<file path="src/logic/mpu_mem_consts.svh">
// Constants for the processor memory address decoder.
// Assumes inclusion by the decoder module only.
`ifndef MPU_MEM_CONSTS_SVH
`define MPU_MEM_CONSTS_SVH

// ----------------------------------------------------------------
// Special function register addresses
// ----------------------------------------------------------------
`define SFR_PTR_A_LOW     8'h82
`define SFR_PTR_A_HIGH    8'h83
`define SFR_PTR_B_LOW     8'h84
`define SFR_PTR_B_HIGH    8'h85
`define SFR_PTR_SELECT    8'h92
`define SFR_FLASH_BANK    8'hb6
`define SFR_PAGE_HIGH     8'hbf
`define SFR_STATUS_WORD   8'hd0

// ----------------------------------------------------------------
// Field positions and reset values
// ----------------------------------------------------------------
`define PTR_SEL_BIT       0
`define PSW_BANK_LO       3
`define PSW_BANK_HI       4
`define RESET_BYTE        8'h00

// ----------------------------------------------------------------
// External data map
// ----------------------------------------------------------------
`define SHARED_EXTERNAL_RAM_LAST         16'h0fff
`define CFG_FIRST         16'h2000
`define CFG_LAST          16'h20ff
`define BATT_FIRST        16'h20c0
`define BATT_LAST         16'h20c7

// ----------------------------------------------------------------
// Internal data map and code space
// ----------------------------------------------------------------
`define IRAM_UPPER        8'h80
`define BITAREA_FIRST     8'h20
`define BITAREA_LAST      8'h2f
`define CODE_BANK_EDGE    16'h7fff
`define FLASH_SMALL_LAST  18'h1ffff
`define FLASH_LARGE_LAST  18'h3ffff

`endif

</file>
<file path="src/logic/mpu_mem_pkg.sv">
// Types shared by the processor memory address decoder.
// Assumes the constants header sits beside it.
package mpu_mem_pkg;
    // Kind of external data access
    typedef enum logic [0:0] {
        XMV_INDEX   = 1'b0,
        XMV_POINTER = 1'b1
    } xmove_kind_t;

    // Decoded external data target
    typedef enum logic [1:0] {
        XT_NONE   = 2'b00,
        XT_SHARED = 2'b01,
        XT_CONFIG = 2'b10,
        XT_BATT   = 2'b11
    } xtarget_t;

    // Pointer update operation from the core
    typedef enum logic [1:0] {
        PTR_NOP  = 2'b00,
        PTR_INC  = 2'b01,
        PTR_LOAD = 2'b10
    } ptr_op_t;

    // External access request
    typedef struct packed {
        logic        valid;
        logic        write;
        xmove_kind_t kind;
        logic [7:0]  indexVal;
    } xreq_t;

    // External access decode result
    typedef struct packed {
        logic        valid;
        logic        write;
        logic [15:0] addr;
        xtarget_t    target;
    } xdec_t;

    // Internal data access request
    typedef struct packed {
        logic       valid;
        logic       write;
        logic       indirect;
        logic [7:0] addr;
        logic [7:0] wdata;
    } ireq_t;
endpackage : mpu_mem_pkg

</file>
<file path="src/logic/mpu_memory_address_decode.sv">
// Address decode and pointer selection for the processor memory system.
// Assumes a core on the same clock drives requests for one cycle each.
`timescale 1ns/1ps
`include "mpu_mem_consts.svh"

module mpu_memory_address_decode #(
    parameter bit LARGE_FLASH = 1'b0
) (
    // Clock and reset
    input  wire logic               ref_clk,
    input  wire logic               reset_n,
    // External data access from the core
    input  wire mpu_mem_pkg::xreq_t xReq,
    output      mpu_mem_pkg::xdec_t xDec_ff,
    // Pointer update from the core
    input  wire mpu_mem_pkg::ptr_op_t ptrOp,
    input  wire logic [15:0]        ptrLoadVal,
    // Internal data access from the core
    input  wire mpu_mem_pkg::ireq_t iReq,
    output      logic [7:0]         iRdata_ff,
    output      logic               sfrHit_ff,
    output      logic               sfrBitable_ff,
    output      logic               ramBitable_ff,
    output      logic [7:0]         bankBase_ff,
    // Code fetch address
    input  wire logic [15:0]        codeAddr,
    output      logic [17:0]        flashAddr_ff
);
    import mpu_mem_pkg::*;

    // ------------------------------------------------------------
    // Storage and state
    // ------------------------------------------------------------
    logic [7:0]  ptrLow_ff   [2];
    logic [7:0]  ptrHigh_ff  [2];
    logic        ptrSel_ff;
    logic [7:0]  pageHigh_ff;
    logic [7:0]  psw_ff;
    logic [2:0]  flashBank_ff;
    logic [7:0]  iram_ff     [256];

    // ------------------------------------------------------------
    // Pointer and page decode
    // ------------------------------------------------------------
    logic [15:0] activePtr;
    logic [15:0] incPtr;
    logic [15:0] xAddr;
    logic        inShared;
    logic        inConfig;
    logic        inBatt;
    xtarget_t    xTarget;

    assign activePtr = {ptrHigh_ff[ptrSel_ff], ptrLow_ff[ptrSel_ff]};
    assign incPtr    = activePtr + 16'h0001;
    // One decode serves pointer and paged forms alike
    // Page register over index byte; full pointer
    assign xAddr = (xReq.kind == XMV_POINTER) ? activePtr
                                              : {pageHigh_ff, xReq.indexVal};
    assign inShared = (xAddr <= `SHARED_EXTERNAL_RAM_LAST);
    assign inConfig = (xAddr >= `CFG_FIRST) && (xAddr <= `CFG_LAST);
    assign inBatt   = (xAddr >= `BATT_FIRST) && (xAddr <= `BATT_LAST);
    // Anything else decodes to no target
    assign xTarget = inShared ? XT_SHARED :
                     inBatt   ? XT_BATT   :
                     inConfig ? XT_CONFIG : XT_NONE;

    // Same page path for reads and writes; strobe
    // dropped when nothing is mapped so no memory sees the write
    always_ff @(posedge ref_clk or negedge reset_n) begin
        if (!reset_n) begin
            xDec_ff <= '0;
        end else begin
            xDec_ff.valid  <= xReq.valid && (xTarget != XT_NONE);
            xDec_ff.write  <= xReq.write && (xTarget != XT_NONE);
            xDec_ff.addr   <= xAddr;
            xDec_ff.target <= xTarget;
        end
    end

    // ------------------------------------------------------------
    // Internal address decode
    // ------------------------------------------------------------
    logic       upperHalf;
    logic       sfrSel;
    logic       sfrKnown;
    logic       sfrWr;
    logic       ramWr;
    logic [7:0] sfrRd;
    logic [7:0] nxt_bankBase;

    assign upperHalf = iReq.addr >= `IRAM_UPPER;
    // Only direct access reaches function registers
    assign sfrSel = upperHalf && !iReq.indirect;
    // Indirect upper and any lower go to RAM
    assign ramWr  = iReq.valid && iReq.write && !sfrSel;
    assign sfrWr  = iReq.valid && iReq.write && sfrSel;
    // Bank base from status word bits
    assign nxt_bankBase = {3'b000, psw_ff[`PSW_BANK_HI:`PSW_BANK_LO],
                           3'b000};

    // Unknown addresses read zero, a harmless undefined value
    always_comb begin
        sfrKnown = 1'b1;
        unique case (iReq.addr)
            `SFR_PTR_A_LOW:   sfrRd = ptrLow_ff[0];
            `SFR_PTR_A_HIGH:  sfrRd = ptrHigh_ff[0];
            `SFR_PTR_B_LOW:   sfrRd = ptrLow_ff[1];
            `SFR_PTR_B_HIGH:  sfrRd = ptrHigh_ff[1];
            `SFR_PTR_SELECT:  sfrRd = {7'h00, ptrSel_ff};
            `SFR_FLASH_BANK:  sfrRd = {5'h00, flashBank_ff};
            `SFR_PAGE_HIGH:   sfrRd = pageHigh_ff;
            `SFR_STATUS_WORD: sfrRd = psw_ff;
            default: begin
                sfrRd    = `RESET_BYTE;
                sfrKnown = 1'b0;
            end
        endcase
    end

    // Read data and address class flags
    always_ff @(posedge ref_clk or negedge reset_n) begin
        if (!reset_n) begin
            iRdata_ff     <= `RESET_BYTE;
            sfrHit_ff     <= 1'b0;
            sfrBitable_ff <= 1'b0;
            ramBitable_ff <= 1'b0;
            bankBase_ff   <= `RESET_BYTE;
        end else begin
            // One byte address covers all 256 bytes
            iRdata_ff     <= sfrSel ? sfrRd : iram_ff[iReq.addr];
            sfrHit_ff     <= iReq.valid && sfrSel && sfrKnown;
            sfrBitable_ff <= sfrSel && (iReq.addr[2:0] == 3'b000);
            ramBitable_ff <= (iReq.addr >= `BITAREA_FIRST) &&
                             (iReq.addr <= `BITAREA_LAST);
            bankBase_ff   <= nxt_bankBase;
        end
    end

    // RAM storage kept in flip-flops; no reset keeps it compact
    always_ff @(posedge ref_clk) begin
        if (ramWr) begin
            iram_ff[iReq.addr] <= iReq.wdata;
        end
    end

    // ------------------------------------------------------------
    // Pointer registers
    // ------------------------------------------------------------
    genvar gp;
    generate
        for (gp = 0; gp < 2; gp++) begin : g_ptr
            logic wrLow;
            logic wrHigh;
            logic useMe;
            assign wrLow  = sfrWr && (iReq.addr == (gp ? `SFR_PTR_B_LOW
                                                       : `SFR_PTR_A_LOW));
            assign wrHigh = sfrWr && (iReq.addr == (gp ? `SFR_PTR_B_HIGH
                                                       : `SFR_PTR_A_HIGH));
            assign useMe  = (ptrSel_ff == 1'(gp));
            // Increment and load hit only the selected pointer
            always_ff @(posedge ref_clk or negedge reset_n) begin
                if (!reset_n) begin
                    ptrLow_ff[gp]  <= `RESET_BYTE;
                    ptrHigh_ff[gp] <= `RESET_BYTE;
                end else if (useMe && ptrOp == PTR_LOAD) begin
                    ptrLow_ff[gp]  <= ptrLoadVal[7:0];
                    ptrHigh_ff[gp] <= ptrLoadVal[15:8];
                end else if (useMe && ptrOp == PTR_INC) begin
                    ptrLow_ff[gp]  <= incPtr[7:0];
                    ptrHigh_ff[gp] <= incPtr[15:8];
                end else begin
                    if (wrLow)  ptrLow_ff[gp]  <= iReq.wdata;
                    if (wrHigh) ptrHigh_ff[gp] <= iReq.wdata;
                end
            end
        end
    endgenerate

    // ------------------------------------------------------------
    // Other function registers
    // ------------------------------------------------------------
    // Writes to unknown addresses fall through untouched
    always_ff @(posedge ref_clk or negedge reset_n) begin
        if (!reset_n) begin
            ptrSel_ff    <= 1'b0;
            pageHigh_ff  <= `RESET_BYTE;
            psw_ff       <= `RESET_BYTE;
            flashBank_ff <= 3'b000;
        end else if (sfrWr) begin
            if (iReq.addr == `SFR_PTR_SELECT)
                ptrSel_ff <= iReq.wdata[`PTR_SEL_BIT];
            if (iReq.addr == `SFR_PAGE_HIGH)
                pageHigh_ff <= iReq.wdata;
            if (iReq.addr == `SFR_STATUS_WORD)
                psw_ff <= iReq.wdata;
            if (iReq.addr == `SFR_FLASH_BANK)
                flashBank_ff <= iReq.wdata[2:0];
        end
    end

    // ------------------------------------------------------------
    // Code space banking
    // ------------------------------------------------------------
    logic [17:0] nxt_flashAddr;
    logic [17:0] flashLimit;

    assign flashLimit = LARGE_FLASH ? `FLASH_LARGE_LAST
                                    : `FLASH_SMALL_LAST;
    // Upper half of code space slides by bank number
    // Address wraps inside the fitted flash size
    assign nxt_flashAddr = (codeAddr > `CODE_BANK_EDGE)
        ? ({flashBank_ff, codeAddr[14:0]} & flashLimit)
        : {3'b000, codeAddr[14:0]};

    always_ff @(posedge ref_clk or negedge reset_n) begin
        if (!reset_n) begin
            flashAddr_ff <= 18'h00000;
        end else begin
            flashAddr_ff <= nxt_flashAddr;
        end
    end
endmodule : mpu_memory_address_decode

</file>
<file path="config.mk">
export PLATFORM = sky130hd
export DESIGN_NAME = mpu_memory_address_decode
export DESIGN_NICKNAME = d
export VERILOG_FILES = /design/src/logic/mpu_mem_pkg.sv /design/src/logic/mpu_memory_address_decode.sv
export VERILOG_INCLUDE_DIRS = /design/src /design/src/logic
export SDC_FILE = /design/constraint.sdc
export NUM_CORES = 2
export LEC_CHECK = 0
export ABC_AREA = 1
export BUFFER_PORTS_ARGS = -buffer_cell sky130_fd_sc_hd__buf_2
export CAP_MARGIN = 40
export CORE_ASPECT_RATIO = 0.6
export CORE_MARGIN = 2
export CORE_UTILIZATION = 30
export DETAILED_ROUTE_END_ITERATION = 10
export GPL_TIMING_DRIVEN = 1
export SETUP_SLACK_MARGIN = 0.15
export SLEW_MARGIN = 20
export SYNTH_ARGS = -nofsm -noshare
export SYNTH_HDL_FRONTEND = slang
export SYNTH_SLANG_ARGS = --single-unit
export TNS_END_PERCENT = 30
</file>
<file path="constraint.sdc">
create_clock -name ref_clk -period 2.3 [get_ports ref_clk]
set_input_delay 0 -clock ref_clk [delete_from_list [all_inputs] [get_ports ref_clk]]
set_output_delay 0 -clock ref_clk [all_outputs]
set_load 0.005 [all_outputs]
</file>
Yosys cells after proc, flatten, opt, wreduce, memory -nomap -nowiden
Memory sizes are Yosys's and may differ from the RTL's.
Cells that the tools add are included.
{"block": "classes", "reduce_logical": 33, "n_mux": 28, "magnitude_cmp": 10, "add_sub_neg": 1, "bitwise": 2, "eq_ne": 10}
{"cell": "$mux 8", "count": 19}
{"cell": "$eq 8x8->1 const B", "count": 8}
{"cell": "$pmux 8 s8", "count": 1}
{"cell": "$ge 16x14->1 const B", "count": 2}
{"cell": "$le 16x14->1 const B", "count": 2}
{"cell": "$logic_and 1x1->1", "count": 20}
{"cell": "$mux 17", "count": 1}
{"cell": "$add 16x1->16 const B", "count": 1}
{"cell": "$gt 16x15->1 const B", "count": 1}
{"cell": "$le 16x12->1 const B", "count": 1}
{"cell": "$mux 16", "count": 1}
{"cell": "$reduce_bool 3->1", "count": 4}
{"cell": "$ge 8x6->1 const B", "count": 1}
{"cell": "$ge 8x8->1 const B", "count": 1}
{"cell": "$le 8x6->1 const B", "count": 1}
{"cell": "$reduce_and 2->1", "count": 4}
{"cell": "$reduce_or 8->1", "count": 1}
{"cell": "$mux 2", "count": 3}
{"cell": "$logic_not 3->1", "count": 1}
{"cell": "$mux 1", "count": 3}
{"cell": "$eq 2x1->1 const B", "count": 1}
{"cell": "$eq 2x2->1 const B", "count": 1}
{"cell": "$ge 2x2->1 const B", "count": 1}
{"cell": "$logic_not 1->1", "count": 2}
{"cell": "other kinds (3)", "count": 3}
{"block": "word_totals", "mem_count": 1, "input_bits": 66, "output_inout_bits": 57, "register_bits": 102, "mem_bits_rw": 2048, "elab_cells": 103}
{"memory": "iram_ff", "words": 256, "word_bits": 8, "rd": 1, "rd_ports_with_merged_regs": 0, "write_ports": 1, "line_no": "mpu_memory_address_decode.sv:40", "text": "logic [7:0] iram_ff [256];"}

Longest topological paths before layout
{"block": "logic_depth", "word_depth": 12, "mapped_depth": 18, "depth_no_buf": 15}

Worst setup path before layout
OpenSTA, ideal clock, no wires.
{"block": "synth_timing", "path_kind": "reg-to-reg", "from": "register ptrSel_ff (netlist: g_ptr[1].useMe)", "to": "register ptrHigh_ff[14] in the netlist's numbering", "t_arrival_ns": 1.927, "n_path_buf": 2, "synth_period_minus_slack_ns": 2.043, "required_time_ns": 2.183, "path_slack_ns": 0.257, "path_stages_with_launch": 16, "setup_ns": 0.117, "cell_sequence": "dfrtp_1 > buf_6 > buf_8 > nand2_1 > o21ai_2 > ha_1 > nand2_1 > nor3_2 > nand3_2 > nor2_2 > nand2_1 > xor2_1 > nand2_1 > nand2_1 > nand2_1 > nand2_1"}
{"block": "synth_via", "elab_chain_len": 7, "elab_cells_between_ends": 14, "classes_between": "1 x add/sub; 8 x mux; 2 x bitwise; 3 x reduce/logical"}
{"element": "start: declaration", "line_no": "mpu_memory_address_decode.sv:36", "text": "logic ptrSel_ff;"}
{"element": "start signal: assignment", "line_no": "mpu_memory_address_decode.sv:191", "text": "ptrSel_ff <= iReq.wdata[`PTR_SEL_BIT];"}
{"element": "$not 1->2 (implied by the code)", "line_no": "mpu_memory_address_decode.sv:53", "text": "assign activePtr = {ptrHigh_ff[ptrSel_ff], ptrLow_ff[ptrSel_ff]};"}
{"element": "$mux 8 (implied by the code) (3 in a row)", "line_no": "mpu_memory_address_decode.sv:53"}
{"element": "$add 16x1->16", "line_no": "mpu_memory_address_decode.sv:54", "text": "assign incPtr = activePtr + 16'h0001;"}
{"element": "$mux 8", "line_no": "mpu_memory_address_decode.sv:168", "text": "end else if (useMe && ptrOp == PTR_INC) begin"}
{"element": "$mux 8", "line_no": "mpu_memory_address_decode.sv:165", "text": "end else if (useMe && ptrOp == PTR_LOAD) begin"}
{"element": "end signal: indexed assignment", "line_no": "mpu_memory_address_decode.sv:164", "text": "ptrHigh_ff[gp] <= `RESET_BYTE;"}
{"element": "end signal: indexed assignment", "line_no": "mpu_memory_address_decode.sv:167", "text": "ptrHigh_ff[gp] <= ptrLoadVal[15:8];"}
{"element": "end signal: indexed assignment", "line_no": "mpu_memory_address_decode.sv:170", "text": "ptrHigh_ff[gp] <= incPtr[15:8];"}
{"element": "end: declaration", "line_no": "mpu_memory_address_decode.sv:35", "text": "logic [7:0] ptrHigh_ff [2];"}
Parallel ways exist; a longest one is shown, timed or not. The select of a mux whose other input is x is not followed.
A chain may end at the register's enable or synchronous reset.

Worst setup path after layout
{"block": "layout_timing", "from": "register ptrSel_ff (netlist: g_ptr[1].useMe)", "to": "register ptrHigh_ff[12] in the netlist's numbering"}
Same word-level chain as after synthesis.

==> impl_metrics.tcl <==
set metrics [dict create \
    required_ns 3.07 \
    clk_pin_slew_worst_paths_ns 0.07 \
    die_h_microns 425 \
    antenna_found_initial 11 \
    postRouteAntennaNets 0 \
    num_rows 154 \
    ys_ff_latch 2150 \
    cts_tree "done" \
    finalSetupViolations 0 \
    cts-htree-levels 4 \
    drc 0 \
    p_leak_nw 42.3 \
    port-buffer-count 115 \
    worstPathArrival_ns 3.01 \
    hold_path_class "in2reg" \
    tightestPinTransition_ns 0.802 \
    synth_cells 8210 \
    synth_commonest_cells "nand2_1 (4326), edfxtp_1 (2048), nor2_1 (490)" \
    synthFlopType "edfxtp_1" \
    stdcell_count 13112 \
    numClockSinks 2150 \
    synth_top_area_cell "edfxtp_1" \
    synth-edff-count 2048 \
    yosys.area.top_type_share 0.694 \
    initialDrtViolationCount 8859 \
    wire_per_inst_microns 22.0 \
    dp_hpwl_mm 188 \
    async_flop_share 0.0474 \
    n_fill_cell 28634 \
    area_growth_pct 21.4 \
    grt-ovfl-total 0 \
    synth_area_per_cell_sq_um 10.8 \
    cts_inserted_buffers 189 \
    endpoint_kind "flop" \
    skew_ns 0.0409 \
    critPathKind "reg2reg" \
    yosysMostFrequentCell "nand2_1" \
    gp_congestion 0.928 \
    peakVddDrop_uv 647 \
    grt_pass1_wl_mm 418 \
    p_per_area_mw_per_mm2 756 \
    first_global_vias 60784 \
    nNetsFinal 9135 \
    setup_ws_ns 0.0598 \
    place_ws_ns -0.471 \
    coreArea_sq_mm 0.294 \
    drt_wl_total_mm 288 \
    post-route-period-util 0.974 \
    dp.cells 12652 \
    vias 64129 \
    rsz0062_at_grt "true" \
    yosys_warnings 0 \
    crit_fanout 6 \
    track_usage 0.187 \
    max_freq_ghz 0.446 \
    synthTopCellsByArea "edfxtp_1 (69%), nand2_1 (18%), dfrtp_1 (2.9%)" \
    synth-seq-area-share 0.723 \
    via_per_inst 4.89 \
    slew_viol_final 0 \
    fp.dieW_microns 705 \
    drtPass1Iterations 6 \
    clockBufferDepth 4 \
    hold_viol 0 \
    whs_ns 0.0486 \
    outcome "finished, final reports clean" \
    grt_max_degree 132 \
    fin_crit_ns 2.24 \
    die-area_sq_mm 0.300 \
    relSlewSlack 0.459 \
    ios 123 \
    maxCapViolations 0 \
    clk_latency_ns 0.89 \
    crit_path_start_kind "flop" \
    clock_tree.root_cell "clkbuf_16" \
    drive_gt1_frac 0.147 \
    syn-cell-area_sq_mm 0.0886 \
    initial_utilization 0.302 \
    synth_cell_type_count 46 \
]
==> worst max-delay path, stage by stage, from the launching register on <==
cell	delay, ns
dfrtp_2	0.39
buf_8	0.15
buf_4	0.17
o21ai_1	0.09
buf_4	0.15
inv_1	0.14
buf_4	0.16
nand2_1	0.08
buf_4	0.14
nor2_1	0.08
nand2_1	0.10
xnor2_2	0.20
nand2_1	0.09
nand2_1	0.06
nand2_1	0.08
o21ai_1	0.10
==> area by class of cell <==
type | instances | area (sq um) | area share
well taps | 3900 | 4880 | 0.0454
clock buffers | 238 | 5000 | 0.0465
multi-input cells | 5524 | 22500 | 0.210
diodes | 4 | 10.0 | 0.0000931
clock inverters | 93 | 866 | 0.00806
inverters | 126 | 518 | 0.00482
repair buffers | 1077 | 9620 | 0.0895
flip-flops and latches | 2150 | 64100 | 0.596
==> metal layers <==
| layer | vias up | global-route usage | part of all wire |
|---|---|---|---|
| li1 | 28993 | - | - |
| met1 | 31309 | 0.288 | 0.45 |
| met2 | 3476 | 0.250 | 0.39 |
| met3 | 349 | 0.0635 | 0.14 |
| met4 | 2 | 0.0394 | 0.021 |
| met5 | - | 0 | 0.000045 |
==> metrics by stage <==
stage	total power, mW	TNS (ns)	instance area (sq um)	utilization
detailed placement	49.9	-36.79	100000	0.340
global placement	49.8	-27.19	100000	0.340
CTS	81.3	0	107000	0.365
finish	81.3	0	107000	0.366
floorplan	46.5	0	88600	-
global route	83.6	-0.106	107000	0.366
==> cells in the final DEF, fill, tap and decap left out, drive strengths merged, types with 3 or more instances in the layout <==
master	Yosys	final
clkinv	3	70
or2	3	3
clkbuf	109	238
a221oi	5	5
o211ai	10	10
a22oi	32	32
buf	307	962
clkinvlp	0	5
conb	1	7
diode	0	4
a21oi	89	89
o22ai	8	8
dlygate4sd3	0	115
nor2	505	505
nand4	78	78
inv	123	129
xnor2	4	4
o21ai	210	210
edfxtp	2048	2048
o2111ai	3	3
nand2	4331	4331
dfrtp	102	102
nor3	13	13
bufinv	0	15
o221ai	3	3
xor2	10	10
nand3	202	202
nor4	3	3
==> power by group <==
| group | switching (mW) | internal (mW) | leakage [nW] |
|---|---|---|---|
| Clock | 14.7 | 17.1 | 2.87 |
| Sequential | 0.106 | 43.0 | 19.7 |
| Combinational | 4.45 | 1.97 | 19.7 |
| Total | 19.3 | 62.0 | 42.3 |
==> final timing paths <==
check / from / endpoint / slack (ns) / depth (start not counted)
min: ptrLoadVal[10] / ptrHigh_ff[2]$_DFFE_PN0P_ / 0.05 / 4
min in group asynchronous: reset_n / ptrLow_ff[13]$_DFFE_PN0P_ / 0.34 / 4
max reg2reg: g_ptr[1].useMe$_DFFE_PN0P_ / ptrHigh_ff[12]$_DFFE_PN0P_ / 0.06 / 15
min reg2reg: psw_ff[3]$_DFFE_PN0P_ / bankBase_ff[3]$_DFF_PN0_ / 0.43 / 0
max: g_ptr[1].useMe$_DFFE_PN0P_ / ptrHigh_ff[12]$_DFFE_PN0P_ / 0.06 / 15
max in group asynchronous: reset_n / flashAddr_ff[3]$_DFF_PN0_ / 1.63 / 4
==> registers in the layout, summed over array words and instances, names as in the netlist <==
register       cells
bankBase_ff        2
flashAddr_ff      17
flashBank_ff       3
g_ptr.useMe        1
iRdata_ff          8
iram_ff         2048
pageHigh_ff        8
psw_ff             8
ptrHigh_ff        16
ptrLow_ff         16
ramBitable_ff      1
sfrBitable_ff      1
sfrHit_ff          1
xDec_ff           20
==> timing repair <==
item	in CTS	in global routing
resized for setup	22	81
pin swaps	3	29
gates cloned	0	0
hold buffers	116	0
buffers inserted	5	3
endpoints found under the hold margin	2065	0
endpoints found under the setup margin	34	167
==> cells by family after synthesis <==
family,synth area share
buf+inv,0.0274
xor+xnor,0.00138
flops,0.723
compound gates,0.0230
fa+ha+maj,0.000141
mux,0.000113
simple gates,0.225
other cells,0.0000423
Note: power is estimated with default switching activity, not from simulation.
